**config.mk**
```make
export PLATFORM = sky130hd
export DESIGN_NAME = cdss_top
export DESIGN_NICKNAME = d
export VERILOG_FILES = /design/src/verilog/cdss_pkg.sv /design/src/verilog/cdss_top.sv
export SDC_FILE = /design/constraint.sdc
export NUM_CORES = 1
export LEC_CHECK = 0
export BUFFER_PORTS_ARGS = -buffer_cell sky130_fd_sc_hd__buf_2
export CORE_MARGIN = 2
export CORE_UTILIZATION = 58
export CTS_CLUSTER_DIAMETER = 150
export DETAILED_ROUTE_END_ITERATION = 8
export PLACE_DENSITY_LB_ADDON = 0.08
export REMOVE_ABC_BUFFERS = 1
export SYNTH_ARGS = -nofsm -noshare
export SYNTH_HDL_FRONTEND = slang
export SYNTH_SLANG_ARGS = --single-unit
```
**constraint.sdc**
```tcl
create_clock -name mclk_i -period 5.4 [get_ports mclk_i]
set_clock_uncertainty 0.15 [all_clocks]
set_input_delay 0.54 -clock mclk_i [delete_from_list [all_inputs] [get_ports mclk_i]]
set_output_delay 0.54 -clock mclk_i [all_outputs]
set_load 0.01 [all_outputs]
```
**src/verilog/cdss_pkg.sv**
```systemverilog
package cdss_pkg;

	// ----------------------------------------------------------------
	// Register offsets
	// ----------------------------------------------------------------
	localparam logic [11:0] CTRL_OFS   = 12'h000;
	localparam logic [11:0] STAT_OFS   = 12'h004;
	localparam logic [11:0] IRQ_OFS    = 12'h008;
	localparam logic [11:0] MASK_OFS   = 12'h00c;
	localparam logic [11:0] EVT_OFS    = 12'h010;

	// ----------------------------------------------------------------
	// Control fields
	// ----------------------------------------------------------------
	localparam int CTRL_MON_BIT  = 0;
	localparam int CTRL_POL_BIT  = 1;
	localparam int CTRL_BOOT_BIT = 2;
	localparam int CTRL_CRSH_BIT = 3;
	localparam int CTRL_SHUT_BIT = 4;
	localparam logic [4:0] CTRL_RST = 5'h01;

	// ----------------------------------------------------------------
	// Event register fields (write one to fire)
	// ----------------------------------------------------------------
	localparam int EVT_MSG_BIT   = 0;
	localparam int EVT_CLS2_BIT  = 1;
	localparam int EVT_READ_BIT  = 2;

	// ----------------------------------------------------------------
	// Interrupt fields
	// ----------------------------------------------------------------
	localparam int IRQ_INS_BIT = 0;
	localparam int IRQ_REM_BIT = 1;
	localparam int IRQ_MSG_BIT = 2;
	localparam int IRQ_W       = 3;

	// ----------------------------------------------------------------
	// Timing
	// ----------------------------------------------------------------
	localparam int CLK_MHZ      = 100;
	localparam int PULSE_MS     = 100;
	localparam int PULSE_CYC    = PULSE_MS * 1000 * CLK_MHZ;
	localparam int FILT_CYC     = 16;

	// ----------------------------------------------------------------
	// Card state
	// ----------------------------------------------------------------
	typedef enum logic [1:0] {
		CDSS_ABSENT  = 2'b00,
		CDSS_INIT    = 2'b01,
		CDSS_PRESENT = 2'b11,
		CDSS_FROZEN  = 2'b10
	} cdss_card_t;

endpackage : cdss_pkg

```
**src/verilog/cdss_top.sv**
```systemverilog
// Added by the designer: the address map and the APB register port.
`timescale 1ns/1ns
module cdss_top #(
	parameter int PULSE_CYCLES = cdss_pkg::PULSE_CYC,
	parameter int FILT_CYCLES  = cdss_pkg::FILT_CYC
) (
	// Clock and reset
	input  wire logic        mclk_i,
	input  wire logic        resetn_i,
	// APB slave
	input  wire logic        psel_i,
	input  wire logic        penable_i,
	input  wire logic        pwrite_i,
	input  wire logic [11:0] paddr_i,
	input  wire logic [31:0] pwdata_i,
	input  wire logic [3:0]  pstrb_i,
	output logic      [31:0] prdata_o,
	output logic             pready_o,
	output logic             pslverr_o,
	// Card slot
	input  wire logic        card_detect_in_i,
	output logic             card_init_start_o,
	// Host status
	output logic             firmware_ready_out_o,
	output logic             message_arrival_pulse_out_o,
	output logic             irq_o
);

	// ----------------------------------------------------------------
	// Bus decode
	// ----------------------------------------------------------------
	logic [31:0]             prdata_ff;
	logic                    pready_ff;
	logic                    pslverr_ff;
	logic [4:0]              ctrl_ff;
	logic [cdss_pkg::IRQ_W-1:0] irq_st_ff;
	logic [cdss_pkg::IRQ_W-1:0] irq_mask_ff;
	logic                    irq_ff;

	wire        acc      = psel_i & penable_i & ~pready_ff;
	wire        wr_en    = acc & pwrite_i & pstrb_i[0];
	wire        sel_ctrl = paddr_i == cdss_pkg::CTRL_OFS;
	wire        sel_stat = paddr_i == cdss_pkg::STAT_OFS;
	wire        sel_irq  = paddr_i == cdss_pkg::IRQ_OFS;
	wire        sel_mask = paddr_i == cdss_pkg::MASK_OFS;
	wire        sel_evt  = paddr_i == cdss_pkg::EVT_OFS;
	wire        mapped   = sel_ctrl | sel_stat | sel_irq | sel_mask | sel_evt;
	wire        wr_ctrl  = wr_en & sel_ctrl;
	wire        wr_irq   = wr_en & sel_irq;
	wire        wr_mask  = wr_en & sel_mask;
	wire        wr_evt   = wr_en & sel_evt;

	wire mon_en   = ctrl_ff[cdss_pkg::CTRL_MON_BIT];
	wire pol_low  = ctrl_ff[cdss_pkg::CTRL_POL_BIT];
	wire boot_ok  = ctrl_ff[cdss_pkg::CTRL_BOOT_BIT];
	wire crashed  = ctrl_ff[cdss_pkg::CTRL_CRSH_BIT];
	wire shutdown = ctrl_ff[cdss_pkg::CTRL_SHUT_BIT];

	// Message events: bit0 received, bit1 marks class 2
	wire msg_evt  = wr_evt & pwdata_i[cdss_pkg::EVT_MSG_BIT];
	wire msg_cls2 = pwdata_i[cdss_pkg::EVT_CLS2_BIT];
	wire msg_fire = msg_evt & ~msg_cls2;
	wire read_req = wr_evt & pwdata_i[cdss_pkg::EVT_READ_BIT];

	// ----------------------------------------------------------------
	// Detect synchroniser and filter
	// ----------------------------------------------------------------
	logic        cd_s1_ff;
	logic        cd_s2_ff;
	logic        cd_filt_ff;
	logic [15:0] filt_cnt_ff;

	always_ff @(posedge mclk_i or negedge resetn_i) begin
		if (!resetn_i) begin
			cd_s1_ff <= 1'b0;
			cd_s2_ff <= 1'b0;
		end else begin
			cd_s1_ff <= card_detect_in_i;
			cd_s2_ff <= cd_s1_ff;
		end
	end

	wire        filt_diff = cd_s2_ff != cd_filt_ff;
	wire        filt_done = filt_cnt_ff == 16'(FILT_CYCLES - 1);
	wire [15:0] nxt_filt_cnt = filt_diff ? (filt_done ? 16'h0000 : filt_cnt_ff + 16'h0001)
	                                     : 16'h0000;
	wire        nxt_cd_filt = (filt_diff & filt_done) ? cd_s2_ff : cd_filt_ff;

	always_ff @(posedge mclk_i or negedge resetn_i) begin
		if (!resetn_i) begin
			filt_cnt_ff <= 16'h0000;
			cd_filt_ff  <= 1'b0;
		end else begin
			filt_cnt_ff <= nxt_filt_cnt;
			cd_filt_ff  <= nxt_cd_filt;
		end
	end

	wire present = cd_filt_ff ^ pol_low;

	// ----------------------------------------------------------------
	// Card state machine
	// ----------------------------------------------------------------
	cdss_pkg::cdss_card_t card_ff;
	cdss_pkg::cdss_card_t nxt_card;
	logic                 started_ff;
	logic                 init_ff;

	always_comb begin
		nxt_card = card_ff;
		case (card_ff)
			cdss_pkg::CDSS_ABSENT: begin
				if (!mon_en && started_ff)
					nxt_card = cdss_pkg::CDSS_FROZEN;
				else if (present && (mon_en || !started_ff))
					nxt_card = cdss_pkg::CDSS_INIT;
			end
			cdss_pkg::CDSS_INIT: begin
				nxt_card = cdss_pkg::CDSS_PRESENT;
			end
			cdss_pkg::CDSS_PRESENT: begin
				if (mon_en && !present)
					nxt_card = cdss_pkg::CDSS_ABSENT;
				else if (!mon_en)
					nxt_card = cdss_pkg::CDSS_FROZEN;
			end
			cdss_pkg::CDSS_FROZEN: begin
				if (mon_en)
					nxt_card = present ? cdss_pkg::CDSS_INIT : cdss_pkg::CDSS_ABSENT;
			end
			default: nxt_card = cdss_pkg::CDSS_ABSENT;
		endcase
	end

	wire card_init = nxt_card == cdss_pkg::CDSS_INIT;

	always_ff @(posedge mclk_i or negedge resetn_i) begin
		if (!resetn_i) begin
			card_ff    <= cdss_pkg::CDSS_ABSENT;
			started_ff <= 1'b0;
			init_ff    <= 1'b0;
		end else begin
			card_ff    <= nxt_card;
			started_ff <= started_ff | read_req | card_init;
			init_ff    <= card_init;
		end
	end

	// ----------------------------------------------------------------
	// Firmware ready
	// ----------------------------------------------------------------
	logic fw_rdy_ff;
	wire  nxt_fw_rdy = boot_ok & ~crashed & ~shutdown;

	always_ff @(posedge mclk_i or negedge resetn_i) begin
		if (!resetn_i)
			fw_rdy_ff <= 1'b0;
		else
			fw_rdy_ff <= nxt_fw_rdy;
	end

	// ----------------------------------------------------------------
	// Message arrival pulse
	// ----------------------------------------------------------------
	logic [31:0] pulse_cnt_ff;
	logic        msg_out_ff;
	wire         pulse_last = pulse_cnt_ff == 32'h00000001;
	wire [31:0]  nxt_pulse_cnt = msg_fire ? 32'(PULSE_CYCLES)
	                           : (msg_out_ff ? pulse_cnt_ff - 32'h00000001 : 32'h00000000);
	wire         nxt_msg_out = msg_fire | (msg_out_ff & ~pulse_last);

	always_ff @(posedge mclk_i or negedge resetn_i) begin
		if (!resetn_i) begin
			pulse_cnt_ff <= 32'h00000000;
			msg_out_ff   <= 1'b0;
		end else begin
			pulse_cnt_ff <= nxt_pulse_cnt;
			msg_out_ff   <= nxt_msg_out;
		end
	end

	// ----------------------------------------------------------------
	// Interrupt status and mask
	// ----------------------------------------------------------------
	wire [cdss_pkg::IRQ_W-1:0] irq_evt = {msg_fire,
		card_ff == cdss_pkg::CDSS_PRESENT && nxt_card == cdss_pkg::CDSS_ABSENT,
		card_init};
	wire [cdss_pkg::IRQ_W-1:0] irq_clr = wr_irq ? pwdata_i[cdss_pkg::IRQ_W-1:0]
	                                            : {cdss_pkg::IRQ_W{1'b0}};
	wire [cdss_pkg::IRQ_W-1:0] nxt_irq_st = (irq_st_ff & ~irq_clr) | irq_evt;
	wire                       nxt_irq = |(nxt_irq_st & irq_mask_ff);

	always_ff @(posedge mclk_i or negedge resetn_i) begin
		if (!resetn_i) begin
			irq_st_ff   <= {cdss_pkg::IRQ_W{1'b0}};
			irq_mask_ff <= {cdss_pkg::IRQ_W{1'b0}};
			irq_ff      <= 1'b0;
		end else begin
			irq_st_ff   <= nxt_irq_st;
			irq_mask_ff <= wr_mask ? pwdata_i[cdss_pkg::IRQ_W-1:0] : irq_mask_ff;
			irq_ff      <= nxt_irq;
		end
	end

	// ----------------------------------------------------------------
	// Registers and APB answer
	// ----------------------------------------------------------------
	wire [4:0]  nxt_ctrl = wr_ctrl ? pwdata_i[4:0] : ctrl_ff;
	wire [31:0] stat_val = {26'h0000000, msg_out_ff, fw_rdy_ff, card_ff, cd_filt_ff, present};
	wire [31:0] rd_mux   = sel_ctrl ? {27'h0000000, ctrl_ff}
	                     : sel_stat ? stat_val
	                     : sel_irq  ? {29'h00000000, irq_st_ff}
	                     : sel_mask ? {29'h00000000, irq_mask_ff}
	                     : 32'h00000000;

	always_ff @(posedge mclk_i or negedge resetn_i) begin
		if (!resetn_i) begin
			ctrl_ff    <= cdss_pkg::CTRL_RST;
			prdata_ff  <= 32'h00000000;
			pready_ff  <= 1'b0;
			pslverr_ff <= 1'b0;
		end else begin
			ctrl_ff    <= nxt_ctrl;
			prdata_ff  <= (acc & ~pwrite_i) ? rd_mux : 32'h00000000;
			pready_ff  <= acc;
			pslverr_ff <= acc & ~mapped;
		end
	end

	assign prdata_o                    = prdata_ff;
	assign pready_o                    = pready_ff;
	assign pslverr_o                   = pslverr_ff;
	assign card_init_start_o           = init_ff;
	assign firmware_ready_out_o        = fw_rdy_ff;
	assign message_arrival_pulse_out_o = msg_out_ff;
	assign irq_o                       = irq_ff;
endmodule : cdss_top

```
# == Yosys cells after proc, flatten, opt, wreduce, memory -nomap -nowiden ==
# Cells that the tools add are included.
# totals
elab_cells,95
input_bits,54
out_inout_bits,38
ff_bits,77
# op_classes
reduce_logical,12
addsub,2
n_eq_ne,11
n_bitwise,36
mux,17
# op_table
cell,count
32-bit 2-to-1 mux,2
32-bit by 1-bit equality test with 1-bit output (second input constant),1
16-bit 2-to-1 mux,2
32-bit by 1-bit subtractor with 32-bit output (second input constant),1
12-bit by 4-bit equality test with 1-bit output (second input constant),2
6-bit 2-to-1 mux,3
1-bit AND,17
16-bit by 1-bit adder with 16-bit output (second input constant),1
16-bit by 4-bit equality test with 1-bit output (second input constant),1
12-bit by 3-bit equality test with 1-bit output (second input constant),1
12-bit by 5-bit equality test with 1-bit output (second input constant),1
12-bit logical NOT,1
2-bit 2-to-1 mux,5
3-bit 2-to-1 mux,3
2-bit case mux with 4 select lines,1
1-bit NOT,7
1-bit bitwise OR,7
3-bit AND,2
2-bit by 1-bit equality test with 1-bit output (second input constant),2
2-bit equality test (second input constant),2
1-bit logical AND,4
2-bit logical NOT,2
1-bit logical NOT,3
3-bit NOT,1
other kinds (6),6

# == Logic depth before layout (Yosys ltp) ==
# logic_depth
depth_word,11
ltp_mapped,8
ltp_nobuf,7

# == Worst setup path before layout ==
# Ideal clock, no wire load.
# synth_path
kind,input to register
start,input paddr_i[10]
end,register pulse_cnt_ff[11]
arrival_ns,1.972
t_required_ns,5.118
cell_stages,6
n_path_buf,1
setup_time_ns,0.132
path_slack_ns,3.146
path_cell_list,nor4_1 > nand3_1 > or4_1 > nand2_1 > clkbuf_1 > nor2_1
# synth_via
elab_chain_len,5
# synth_rtl
item,line,text
"start, declared",cdss_top.sv:14,"input wire logic [11:0] paddr_i,"
12-bit by 5-bit equality test with 1-bit output,cdss_top.sv:46,wire sel_evt = paddr_i == cdss_pkg::EVT_OFS;
1-bit AND,cdss_top.sv:51,wire wr_evt = wr_en & sel_evt;
1-bit AND,cdss_top.sv:60,wire msg_evt = wr_evt & pwdata_i[cdss_pkg::EVT_MSG_BIT];
1-bit AND,cdss_top.sv:62,wire msg_fire = msg_evt & ~msg_cls2;
32-bit 2-to-1 mux,cdss_top.sv:168,wire [31:0] nxt_pulse_cnt = msg_fire ? 32'(PULSE_CYCLES)
net nxt_pulse_cnt[11],cdss_top.sv:168,
"end signal, assigned",cdss_top.sv:177,pulse_cnt_ff <= nxt_pulse_cnt;
"end, declared",cdss_top.sv:165,logic [31:0] pulse_cnt_ff;
# The timed path passes the listed nets, and every way through them passes these cells.
# A chain may end at the register's enable or synchronous reset.

# == Final worst setup path ==
# layout_path
start,input paddr_i[10]
end,register pulse_cnt_ff[14]
# The elaborated chain is that of the path after synthesis.

==> reports/metrics.yaml <==
core_um2: 6390
grt_max_degree: 78
wl_um: 6740
worstHoldPathType: "input port to flop"
diodes: 0
path_buf_inv: 1
crit_family: "simple AND/OR/NAND/NOR gates"
ios: 92
port_buffers: 35
dieArea_um2: 7280
overflow: 0
netlist_instances: 363
swShare_pct: 24.0
grt_antenna_before_repair: 0
finalHoldViolCount: 0
clk_latency_ns: 0.35
place.gp.congestion: 0.804
initial_core_util_pct: 60.1
netlist_top_cells_count: "dfrtp_1 (76), nor2_1 (50), xnor2_1 (33)"
p_int_uw: 781
die_h_um: 85.3
p_seq_share_pct: 58.7
first_global_vias: 2504
areaGrowthSynthToFinish_pct: 6.95
peakVddDrop_v: 0.000183
synth_top_cell_area_share_pct: 49.6
ys_types: 50
rows: 29
synth.most_common_cell: "dfrtp_1"
cts_max_path_buffers: 2
fillers: 519
grt_pass1_wl_um: 11800
final_layout_size_suffix_gt1_share_pct: 18.4
crit_chain: "buf_2 -> nor4_1 -> nand3_1 -> or4_1 -> nand2_1 -> nor2_1"
pwr-share-comb_pct: 6.3
totalPowerFinal_mw: 1.03
tightest_slew_ns: 0.954
numCtsBuffers: 9
finalSetupTns_ns: 0
synth_edf_count: 0
period_needed_ns: 2.65
seq_area_frac_synth_pct: 50.2
synth_area_um2: 3840
slowest_delay_ns: 0.73
htree_levels: 3
cap_viol_max_count: 0
relSlewSlack_pct: 36.4
firstDrtPassIters: 4
synthFlopType: "dfrtp_1"
setup_ws_ns: 2.75
switchingPower_uw: 247
wl_per_cell_um: 14.1
fmax_mhz: 377
p_clk_share_pct: 35.0
crit_fanout: 24
grt_usage_pct: 20.6
ys_warn_count: 0
clock-sinks: 77
fin_crit_sh_pct: 49.2
cp-start-kind: "input port"
post_cts_buffers: 0
ant_nets: 0
drt_iter0_markers: 96
hpwlAfterDp_um: 4570
ctsResizeCount: 0
synthTopCellsByArea: "dfrtp_1 (50%), xnor2_1 (7.5%), buf_4 (5.1%)"
grt_setup_unrepaired: "no"
end_kind: "flop"
finalMaxSlewViolations: 0
place_ws_ns: 2.30
finalInstanceArea_um2: 4100
finalSetupViolations: 0
dieWidth_um: 85.3
hold_slack_ns: 0.156
worstSetupPathType: "input port to flop"
crit_arrival_ns: 2.69
cts_root_buf: "clkbuf_8"
drc_errors: 0
critPathSlowestCell: "nand2_1"
cp.required_ns: 5.44
dr_total_vias: 2638
synth-seq-cells: 77
post_synth.cell_area_avg_um2: 10.6
status: "complete, no violations"
leakage_nw: 1.88
synth_top_cell_by_area: "dfrtp_1"
p_per_area_nw_per_um2: 250
dpl-instance-area_um2: 3950
clk_pin_slew_ns: 0.07
async_reset_ff_share_pct: 100
via_per_inst: 5.51
nets: 454
ctsHoldBuffers: 0
cts_tree: "yes"
-- layout by cell type, fill, tap and decap left out, types with 3 or more instances in the layout --
cell and count:
a21oi_1 5, and3_1 3, buf_2 34, clkbuf_1 5
clkbuf_8 9, conb_1 26, dfrtp_1 76, ha_1 3
inv_1 13, mux2_2 8, mux2i_1 3, nand2_1 8
nand3_1 12, nand4_1 8, nor2_1 50, nor2_2 3
nor2b_1 4, nor3_1 18, nor4_1 9, nor4_2 6
o21ai_0 9, or3_1 7, or4_1 4, or4_4 3
xnor2_1 33, xor2_1 11
-- power groups by stage --
stage | registers (mW) | clock network (mW) | logic [mW]
floorplan | 0.612 | 0 | 0.0362
global placement | 0.613 | 0 | 0.0636
detailed placement | 0.614 | 0 | 0.0652
CTS | 0.603 | 0.374 | 0.0652
global route | 0.605 | 0.403 | 0.0749
finish | 0.603 | 0.360 | 0.0648
-- worst paths after layout --
| path | start | to | slack [ns] | depth (start not counted) |
|---|---|---|---|---|
| min reg2reg | cd_s1_ff | cd_s2_ff | 0.20 | 0 |
| max | paddr_i[10] | pulse_cnt_ff[14] | 2.75 | 6 |
| min | card_detect_in_i | cd_s1_ff | 0.16 | 1 |
| min in group asynchronous | resetn_i | pulse_cnt_ff[25] | 0.17 | 1 |
| max in group asynchronous | resetn_i | ctrl_ff[1] | 4.29 | 1 |
| max reg2reg | pready_o | pulse_cnt_ff[14] | 2.80 | 6 |
-- logic make-up after synthesis --
group / synth area share, %
buffers and inverters: 7.89
other: 0.0977
XOR/XNOR: 10.0
adder cells (fa/ha/maj): 0.978
AND/OR/NAND/NOR: 22.1
multiplexers: 4.30
AO/OA/AOI/OAI: 4.30
flip-flops: 50.2
-- sequential cells by signal, summed over array words and instances (netlist names), 2 cells and up --
name,count
card_ff,2
prdata_o,6
irq_mask_ff,3
irq_st_ff,3
ctrl_ff,5
pulse_cnt_ff,32
filt_cnt_ff,16
-- layer usage --
layer / track usage [%] / vias up / part of all wire [%]
met3: 6.52 / 11 / 6.2
li1: - / 1272 / -
met2: 32.0 / 75 / 45
met4: 6.35 / 0 / 1.4
met1: 27.8 / 1280 / 47
met5: 0 / - / 0
-- through the flow --
stage / util [%] / instances
floorplan: - / 351
finish: 64.3 / 479
CTS: 64.3 / 479
global placement: 61.9 / 463
global route: 64.3 / 479
detailed placement: 61.9 / 463
-- area by class of cell --
class | count | area, um2 | area share [%]
flip-flops and latches | 77 | 1930 | 47.0
multi-input cells | 261 | 1700 | 41.4
repair buffers | 35 | 178 | 4.33
clock buffers | 14 | 143 | 3.48
well taps | 77 | 96.3 | 2.35
inverters | 13 | 48.8 | 1.19
clock inverters | 2 | 10.0 | 0.244
Power figures use the tool's default switching activity.
